$ cat src/shared/dai_pkg.sv
// constants and carrier types of the ds3 alarm and loopback irq block
package dai_pkg;
    localparam logic [7:0] ADDR_AIS_SEL   = 8'h21;
    localparam logic [7:0] ADDR_ALARM     = 8'h24;
    localparam logic [7:0] ADDR_REQ_A     = 8'h25;
    localparam logic [7:0] ADDR_REQ_B     = 8'h26;
    localparam logic [7:0] ADDR_MASK_A    = 8'h2E;
    localparam logic [7:0] ADDR_MASK_B    = 8'h2F;
    localparam logic [7:0] ADDR_EV_STAT   = 8'h3C;
    localparam logic [7:0] ADDR_EV_MASK   = 8'h3D;
    localparam logic [7:0] ADDR_EDGE      = 8'h3F;
    // alarm register bit positions
    localparam int         XONES_BIT      = 7;
    localparam int         CZERO_BIT      = 6;
    localparam int         SEF_BIT        = 0;
    // edge select bit positions and reset value
    localparam int         EDGE_RISE_BIT  = 1;
    localparam int         EDGE_FALL_BIT  = 0;
    localparam logic [7:0] EDGE_RST       = 8'h02;
    // event status bit positions
    localparam int         EV_SEF_BIT     = 0;
    localparam int         EV_XONES_BIT   = 1;
    localparam int         EV_CZERO_BIT   = 2;
    localparam logic [2:0] EV_USED        = 3'h7;
    // filter figures
    localparam logic [3:0] ONES_MATURE    = 4'hF;
    localparam logic [1:0] ZEROS_MATURE   = 2'h3;
    localparam logic [2:0] CFRAMES_NEED   = 3'h7;
    localparam logic [4:0] CONES_LIMIT    = 5'h1E;
    localparam int         FWIN_LEN       = 16;
    localparam logic [4:0] FERR_LIMIT     = 5'h03;
    localparam logic [2:0] SEL_XONES      = 3'h1;
    localparam logic [1:0] PAIR_ONES      = 2'h3;
    localparam logic [1:0] PAIR_ZEROS     = 2'h0;
    localparam logic [7:0] REG_ZERO       = 8'h00;

    // processor access, one strobe per cycle
    typedef struct packed {
        logic       wr;
        logic       rd;
        logic [7:0] addr;
        logic [7:0] wdata;
    } dai_bus_s;

    // end of received M-frame summary
    typedef struct packed {
        logic       done;
        logic       ok;
        logic [1:0] xPair;
        logic [4:0] cOnes;
    } dai_frame_s;

    // one received F-bit
    typedef struct packed {
        logic valid;
        logic err;
        logic inFrame;
    } dai_fbit_s;
endpackage : dai_pkg

$ cat src/hw/dai_alarm_irq.sv
// receive ds3 alarm latches and loopback interrupt requests
`timescale 1ns/100ps
module dai_alarm_irq
    import dai_pkg::*;
(
    input  wire logic       core_clk,
    input  wire logic       rst_n,
    input  wire dai_bus_s   bus,
    output logic      [7:0] rdData,
    input  wire dai_frame_s frame,
    input  wire dai_fbit_s  fbit,
    input  wire logic [7:0] loopCondA,
    input  wire logic [7:0] loopCondB,
    output logic            irq,
    output logic            xbitsAisCond,
    output logic            cbitsAisCond,
    output logic            sefActive
);
    logic [3:0]  onesCnt;
    logic [1:0]  zerosCnt;
    logic        xOnesState;
    logic [2:0]  cRun;
    logic [FWIN_LEN-1:0] fWin;
    logic [4:0]  errCnt;
    logic [4:0]  next_errCnt;
    logic        sefState;
    logic        xOnesLatch;
    logic        cZeroLatch;
    logic        sefLatch;
    logic [2:0]  aisSel;
    logic [7:0]  maskA;
    logic [7:0]  maskB;
    logic [7:0]  edgeSel;
    logic [7:0]  reqA;
    logic [7:0]  reqB;
    logic [15:0] condPrev;
    logic [15:0] reqSet;
    logic [2:0]  evStat;
    logic [2:0]  evMask;
    logic        pairEval;
    logic        onesMature;
    logic        zerosMature;
    logic        cGood;
    logic        sefRise;
    logic        cRise;
    logic        rdAlarm;
    logic        rdReqA;
    logic        rdReqB;
    logic [7:0]  next_reqA;
    logic [7:0]  next_reqB;
    logic [2:0]  next_evStat;
    logic [7:0]  rdMux;

    // pair evaluation strobes, only on a valid frame
    assign pairEval    = frame.done & frame.ok;
    assign onesMature  = pairEval & (frame.xPair == PAIR_ONES)
                         & (onesCnt == ONES_MATURE);
    assign zerosMature = pairEval & (frame.xPair == PAIR_ZEROS)
                         & (zerosCnt == ZEROS_MATURE);
    assign cGood       = frame.cOnes <= CONES_LIMIT;
    assign rdAlarm     = bus.rd & (bus.addr == ADDR_ALARM);
    assign rdReqA      = bus.rd & (bus.addr == ADDR_REQ_A);
    assign rdReqB      = bus.rd & (bus.addr == ADDR_REQ_B);

    // x-bit ones and zeros filter counters
    always_ff @(posedge core_clk or negedge rst_n) begin
        if (!rst_n) begin
            onesCnt  <= 4'h0;
            zerosCnt <= 2'h0;
        end else if (onesMature || zerosMature) begin
            onesCnt  <= 4'h0;
            zerosCnt <= 2'h0;
        end else if (pairEval && frame.xPair == PAIR_ONES) begin
            onesCnt  <= 4'(onesCnt + 4'h1);
        end else if (pairEval && frame.xPair == PAIR_ZEROS) begin
            zerosCnt <= 2'(zerosCnt + 2'h1);
        end
    end

    // filtered x-ones level: held until zeros side matures
    always_ff @(posedge core_clk or negedge rst_n) begin
        if (!rst_n) begin
            xOnesState <= 1'b0;
        end else if (onesMature) begin
            xOnesState <= 1'b1;
        end else if (zerosMature) begin
            xOnesState <= 1'b0;
        end
    end

    // run of frames with few c-bits at one, saturates at seven
    always_ff @(posedge core_clk or negedge rst_n) begin
        if (!rst_n) begin
            cRun <= 3'h0;
        end else if (frame.done) begin
            if (!frame.ok || !cGood) begin
                cRun <= 3'h0;
            end else if (cRun != CFRAMES_NEED) begin
                cRun <= 3'(cRun + 3'h1);
            end
        end
    end
    assign cRise = frame.done & frame.ok & cGood
                   & (cRun == 3'(CFRAMES_NEED - 3'h1));

    // sliding f-bit window, running error count
    always_comb begin
        next_errCnt = errCnt;
        if (fbit.valid) begin
            next_errCnt = 5'(errCnt + {4'h0, fbit.err}
                             - {4'h0, fWin[FWIN_LEN-1]});
        end
    end

    always_ff @(posedge core_clk or negedge rst_n) begin
        if (!rst_n) begin
            fWin   <= '0;
            errCnt <= 5'h0;
        end else if (fbit.valid) begin
            fWin   <= {fWin[FWIN_LEN-2:0], fbit.err};
            errCnt <= next_errCnt;
        end
    end

    // defect begins at three errors, ends in frame under three
    assign sefRise = !sefState && next_errCnt >= FERR_LIMIT;
    always_ff @(posedge core_clk or negedge rst_n) begin
        if (!rst_n) begin
            sefState <= 1'b0;
        end else if (next_errCnt >= FERR_LIMIT) begin
            sefState <= 1'b1;
        end else if (fbit.valid && fbit.inFrame) begin
            sefState <= 1'b0;
        end
    end

    // latched alarm bits: read clears, live cause sets again
    // set terms win over the read so no event slips through
    always_ff @(posedge core_clk or negedge rst_n) begin
        if (!rst_n) begin
            xOnesLatch <= 1'b0;
            cZeroLatch <= 1'b0;
            sefLatch   <= 1'b0;
        end else begin
            xOnesLatch <= (xOnesLatch & ~rdAlarm) | onesMature
                          | xOnesState;
            cZeroLatch <= (cZeroLatch & ~rdAlarm) | cRise
                          | (cRun == CFRAMES_NEED);
            sefLatch   <= (sefLatch & ~rdAlarm) | sefRise
                          | sefState;
        end
    end

    // ais condition outputs for the downstream ais decoder
    always_ff @(posedge core_clk or negedge rst_n) begin
        if (!rst_n) begin
            xbitsAisCond <= 1'b0;
            cbitsAisCond <= 1'b0;
            sefActive    <= 1'b0;
        end else begin
            xbitsAisCond <= (aisSel == SEL_XONES) & xOnesLatch;
            cbitsAisCond <= (aisSel[2:1] == 2'h0) & cZeroLatch;
            sefActive    <= sefState;
        end
    end

    // software written control registers
    always_ff @(posedge core_clk or negedge rst_n) begin
        if (!rst_n) begin
            aisSel  <= 3'h0;
            maskA   <= REG_ZERO;
            maskB   <= REG_ZERO;
            edgeSel <= EDGE_RST;
            evMask  <= 3'h0;
        end else if (bus.wr) begin
            unique case (bus.addr)
                ADDR_AIS_SEL: aisSel  <= bus.wdata[2:0];
                ADDR_MASK_A:  maskA   <= bus.wdata;
                ADDR_MASK_B:  maskB   <= bus.wdata;
                ADDR_EDGE:    edgeSel <= bus.wdata;
                ADDR_EV_MASK: evMask  <= bus.wdata[2:0];
                default: ;
            endcase
        end
    end

    // per bit edge detection of the loopback request conditions
    always_ff @(posedge core_clk or negedge rst_n) begin
        if (!rst_n) begin
            condPrev <= 16'h0000;
        end else begin
            condPrev <= {loopCondB, loopCondA};
        end
    end

    for (genvar i = 0; i < 16; i++) begin : g_edge
        logic cur;
        assign cur = (i < 8) ? loopCondA[i % 8] : loopCondB[i % 8];
        assign reqSet[i] =
            (edgeSel[EDGE_RISE_BIT] & cur & ~condPrev[i])
            | (edgeSel[EDGE_FALL_BIT] & ~cur & condPrev[i]);
    end

    // request registers: bit 7 all-channel or ds3, 6..0 channels
    assign next_reqA = (reqA & {8{~rdReqA}}) | reqSet[7:0];
    assign next_reqB = (reqB & {8{~rdReqB}}) | reqSet[15:8];

    always_ff @(posedge core_clk or negedge rst_n) begin
        if (!rst_n) begin
            reqA <= REG_ZERO;
            reqB <= REG_ZERO;
        end else begin
            reqA <= next_reqA;
            reqB <= next_reqB;
        end
    end

    // sticky events, write one to clear, set wins
    always_comb begin
        next_evStat = evStat;
        if (bus.wr && bus.addr == ADDR_EV_STAT) begin
            next_evStat = evStat & ~bus.wdata[2:0];
        end
        next_evStat[EV_SEF_BIT]   = next_evStat[EV_SEF_BIT] | sefRise;
        next_evStat[EV_XONES_BIT] = next_evStat[EV_XONES_BIT]
                                    | onesMature;
        next_evStat[EV_CZERO_BIT] = next_evStat[EV_CZERO_BIT] | cRise;
        next_evStat = next_evStat & EV_USED;
    end

    always_ff @(posedge core_clk or negedge rst_n) begin
        if (!rst_n) begin
            evStat <= 3'h0;
        end else begin
            evStat <= next_evStat;
        end
    end

    // one level interrupt, registered from next state
    always_ff @(posedge core_clk or negedge rst_n) begin
        if (!rst_n) begin
            irq <= 1'b0;
        end else begin
            irq <= |(next_reqA & maskA) | |(next_reqB & maskB)
                   | |(next_evStat & evMask);
        end
    end

    // read mux; test and reserved bits read zero
    always_comb begin
        rdMux = REG_ZERO;
        unique case (bus.addr)
            ADDR_ALARM: begin
                rdMux[XONES_BIT] = xOnesLatch;
                rdMux[CZERO_BIT] = cZeroLatch;
                rdMux[SEF_BIT]   = sefLatch;
            end
            ADDR_REQ_A:   rdMux = reqA;
            ADDR_REQ_B:   rdMux = reqB;
            ADDR_AIS_SEL: rdMux = {5'h00, aisSel};
            ADDR_MASK_A:  rdMux = maskA;
            ADDR_MASK_B:  rdMux = maskB;
            ADDR_EDGE:    rdMux = edgeSel;
            ADDR_EV_STAT: rdMux = {5'h00, evStat};
            ADDR_EV_MASK: rdMux = {5'h00, evMask};
            default:      rdMux = REG_ZERO;
        endcase
    end

    // read data stands only in the cycle after the strobe
    always_ff @(posedge core_clk or negedge rst_n) begin
        if (!rst_n) begin
            rdData <= REG_ZERO;
        end else begin
            rdData <= bus.rd ? rdMux : REG_ZERO;
        end
    end
endmodule : dai_alarm_irq

$ cat config.mk
export PLATFORM = sky130hd
export DESIGN_NAME = dai_alarm_irq
export DESIGN_NICKNAME = d
export VERILOG_FILES = /design/src/shared/dai_pkg.sv /design/src/hw/dai_alarm_irq.sv
export SDC_FILE = /design/constraint.sdc
export NUM_CORES = 1
export LEC_CHECK = 0
export ABC_AREA = 0
export BUFFER_PORTS_ARGS = -buffer_cell sky130_fd_sc_hd__buf_2
export CORE_ASPECT_RATIO = 1.5
export CORE_MARGIN = 4
export CORE_UTILIZATION = 45
export CTS_BUF_LIST = sky130_fd_sc_hd__clkbuf_16
export CTS_CLUSTER_SIZE = 28
export DETAILED_ROUTE_END_ITERATION = 8
export PLACE_DENSITY = 0.66
export SYNTH_ARGS = -nofsm -noshare
export SYNTH_HDL_FRONTEND = slang
export SYNTH_SLANG_ARGS = --single-unit
export TNS_END_PERCENT = 10
$ cat constraint.sdc
create_clock -name core_clk -period 2.2 [get_ports core_clk]
set_input_delay 0.22 -clock core_clk [delete_from_list [all_inputs] [get_ports core_clk]]
set_output_delay 0.22 -clock core_clk [all_outputs]
set_load 0.05 [all_outputs]
==> PnR_summary.wiki <==
{| class="wikitable"
! Metric !! Value
|-
| Gpl congestion || approximately 0.91
|-
| Layout area overhead || 19.6%
|-
| Post-synth net total || between 500 and 600
|-
| Number of standard-cell rows in the floorplan || 48
|-
| N_diodes || 0
|-
| Wire length after detailed routing || ~13000 µm
|-
| Synthesized cell area || 0.00540 mm²
|-
| Overall via count from detail_route || between 4k and 5k
|-
| Class of the most critical hold timing path || in -> reg
|-
| Reported max-cap violation count || 0
|-
| Number of antenna violations at the first check in global routing || 0
|-
| Worst setup slack for register-to-register paths || -0.22 ns
|-
| Final Skew || 0.00609 ns
|-
| Post-layout net count || about 640
|-
| Average footprint of a synthesized cell || 11.2 µm²
|-
| Buffer type at the clock tree root || clkbuf_16
|-
| Final worst setup slack || -0.222 ns
|-
| Max transition margin || 66.4%
|-
| DIE AREA || approximately 0.014 mm²
|-
| Area of placed instances || roughly 0.0060 mm²
|-
| YS warnings || 0
|-
| Arrival time worst endpoint || between 2 and 3 ns
|-
| Clk Latency, worst-skew pair || between 0.3 and 0.4 ns
|-
| Via count of the first global-routing pass || approximately 4.4k
|-
| Hold path start || loopCondA[4]
|-
| First DRT Iteration DRCs || 190
|-
| Power per cell area || 911 mW/mm²
|-
| Final Non-Filler Cells || ~730
|-
| Global-route usage over all layers || a little under 20%
|-
| Total I/O pin count || 60
|-
| Finish-stage setup viols || 4
|-
| Number of sinks on the clock net || roughly 110
|-
| CP Launch Type || flip-flop
|-
| Final max-slew violation count || 0
|-
| Starting Density || between 40 and 50%
|-
| Maximum buffer depth of the clock tree || 2
|-
| Crit Path Max Fanout || 4
|-
| Horizontal extent of the die || between 90 and 100 µm
|-
| Final worst hold slack || around 0.0095 ns
|-
| Post-synth top flop || dfrtp_1
|-
| DRC Markers || 0
|-
| Measured slew at the worst slew-check pin || 0.492 ns
|-
| Violations in the final reports || setup timing
|-
| Via density per instance || 5.61
|-
| Remaining Overflow, GRT || 0
|-
| Layout cells sized above 1 || 28.0%
|-
| DRT Pass-1 Iters || 4
|-
| Outcome || finished with violations
|-
| Global-route wire length before repair || between 20000 and 25000 µm
|-
| Post-route cell area || 0.00646 mm²
|-
| Path depth of the worst reg2reg path || 10
|-
| Number of hold violations in the final report || 0
|-
| Vert. Die Dim || between 100 and 150 µm
|-
| RSZ-0062 raised after global routing || true
|-
| Number of synthesized register bits || between 100 and 150
|-
| Terminus of the critical flop-to-flop path || sefLatch
|-
| EDFF count, synth || 0
|-
| Category of the most critical setup path || reg -> reg
|-
| Clock transition at the registers of the reported paths || about 0.07 ns
|-
| Maximum number of pins on one net before global-route repair || 57
|-
| CP Capture Type || flip-flop
|-
| Startpoint of the worst register-to-register path || fWin[15]
|-
| Tcrit/Tclk final || 110%
|-
| Max Fclk || slightly above 0.4 GHz
|-
| Largest vdd supply drop || 0.455 mV
|-
| Endpoint of the worst hold-timing path || condPrev[4]
|-
| CTS tree || built
|-
| Antenna-violating nets left || 0
|-
| Post-synthesis async set-or-reset flop share || 100%
|-
| Number of buffers created by CTS || 9
|-
| H-tree lvl count || 3
|-
| Routed WL per cell || around 18 µm
|-
| Count of unique library cells instantiated by Yosys || 70
|-
| Post-layout minimum cycle time || between 2 and 2.5 ns
|-
| Sequential fraction of the synthesis area || 51.9%
|-
| Post-Synthesis Cells || 481
|-
| Post-DP HPWL || 10000 µm
|-
| Commonest non-fill, non-tap cells in the layout || dfrtp_1, nand2_1, buf_2
|-
| Post-Place Cells || roughly 700
|-
| Most common cell after layout, fill and taps aside || dfrtp_1
|-
| Leakage component of the power || between 2 and 3 nW
|-
| Area of the core region || about 0.012 mm²
|-
| Hold Path Depth || 1
|-
| Port Buffer Count || 59
|-
| Required time of the critical path || around 2.4 ns
|}
## worst max-delay path: stages, from the launching register on
cell,delay (ns)
dfrtp_1,0.39
ha_1,0.29
inv_1,0.06
ha_2,0.17
inv_2,0.04
fa_2,0.34
nand2b_4,0.16
a21oi_2,0.13
mux2i_1,0.24
nand4bb_1,0.22
a211o_1,0.28
## how the worst max path moves through the flow
stage | end | slack, ns | startpoint | depth (start not counted)
2_1_floorplan | sefLatch | -0.04 | fWin[15] | 10
3_3_place_gp | sefLatch | -0.13 | fWin[15] | 10
3_5_place_dp | sefLatch | -0.18 | fWin[15] | 10
4_1_cts | sefLatch | -0.23 | fWin[15] | 10
5_1_grt | sefLatch | -0.39 | fWin[15] | 10
6_report | sefLatch | -0.22 | fWin[15] | 10
## metal layers
metal	global-route usage [%]	routed length (µm)	up-vias
met5	0	0	-
met4	11.2	533	0
met3	3.14	461	28
met2	34.9	6700	108
met1	22.3	5210	2010
li1	-	-	1963
## power by group
group          internal, W  switching [W]  total [W]
registers          0.00247       0.000298    0.00277
clock network     0.000769       0.000743    0.00151
logic             0.000780       0.000818    0.00160
total              0.00402        0.00186    0.00588
## through the flow
| stage | utilization, % | setup TNS [ns] | total power (W) | worst slack (ns) |
|---|---|---|---|---|
| 6_report | 55.4 | -0.706 | 0.00588 | -0.222 |
| 5_1_grt | 55.4 | -1.43 | 0.00626 | -0.394 |
| 4_1_cts | 55.4 | -0.755 | 0.00594 | -0.231 |
| 3_5_place_dp | 51.8 | -0.596 | 0.00438 | -0.180 |
| 3_3_place_gp | 51.8 | -0.391 | 0.00429 | -0.130 |
| 2_1_floorplan | - | -0.0573 | 0.00385 | -0.0379 |
## layout make-up
cell class	instances	area (µm²)
clock inverters	7	46.3
inverters	19	71.3
flip-flops and latches	112	2800
multi-input cells	335	2470
clock buffers	9	225
repair buffers	100	653
well taps	150	188
fillers	1006	5190
## cells by family after synthesis
kind of cell,Yosys count,synth area share [%]
fa+ha+maj,11,2.69
buf+inv,34,2.62
flops,112,51.9
xor+xnor,3,0.487
compound gates,98,13.1
simple gates,167,17.8
mux,56,11.5
## flip-flops by register name, summed over array words and instances (netlist names), 2 cells and up
signal,count
condPrev,16
fWin,16
edgeSel,8
maskA,8
maskB,8
rdData,8
reqA,8
reqB,8
errCnt,5
onesCnt,4
aisSel,3
cRun,3
evMask,3
evStat,3
zerosCnt,2
## timing repair
item                                   CTS  global route
pin swaps                                2             1
setup endpoints to repair                4             5
setup buffers                            1             0
gates resized for setup                  0             2
endpoints found under the hold margin   39             0
hold buffers                            14             0
## synth_stat cells (2+ instances only)
cell type | n | share of area (%)
a211o_1 | 3 | 0.49
a21boi_0 | 3 | 0.42
a21boi_1 | 2 | 0.28
a21o_1 | 5 | 0.70
a21o_2 | 2 | 0.32
a21oi_1 | 13 | 1.2
a221o_1 | 2 | 0.37
a221o_2 | 2 | 0.42
a221oi_1 | 7 | 1.1
a222oi_1 | 2 | 0.37
a22o_1 | 2 | 0.32
a22oi_1 | 10 | 1.4
a31oi_1 | 7 | 0.81
and3_1 | 3 | 0.35
and3b_1 | 4 | 0.65
buf_1 | 3 | 0.21
buf_2 | 2 | 0.19
clkbuf_1 | 8 | 0.56
dfrtp_1 | 111 | 51
ha_1 | 10 | 2.3
inv_1 | 19 | 1.3
mux2_1 | 10 | 2.1
mux2_2 | 36 | 7.5
mux2i_1 | 10 | 1.9
nand2_1 | 59 | 4.1
nand2_2 | 2 | 0.23
nand2b_1 | 3 | 0.35
nand3_1 | 12 | 1.1
nand3b_1 | 19 | 2.6
nand4_1 | 5 | 0.58
nand4b_1 | 2 | 0.32
nand4bb_1 | 2 | 0.42
nor2_1 | 22 | 1.5
nor2b_1 | 5 | 0.58
nor3_1 | 7 | 0.65
nor3b_1 | 4 | 0.56
o211ai_1 | 4 | 0.56
o21ai_0 | 18 | 1.7
o21ai_1 | 3 | 0.28
o22ai_1 | 2 | 0.23
o2bb2ai_1 | 2 | 0.32
or2_2 | 3 | 0.35
or3_1 | 2 | 0.23
xor2_1 | 3 | 0.49
(Power assumes the default switching activity.)
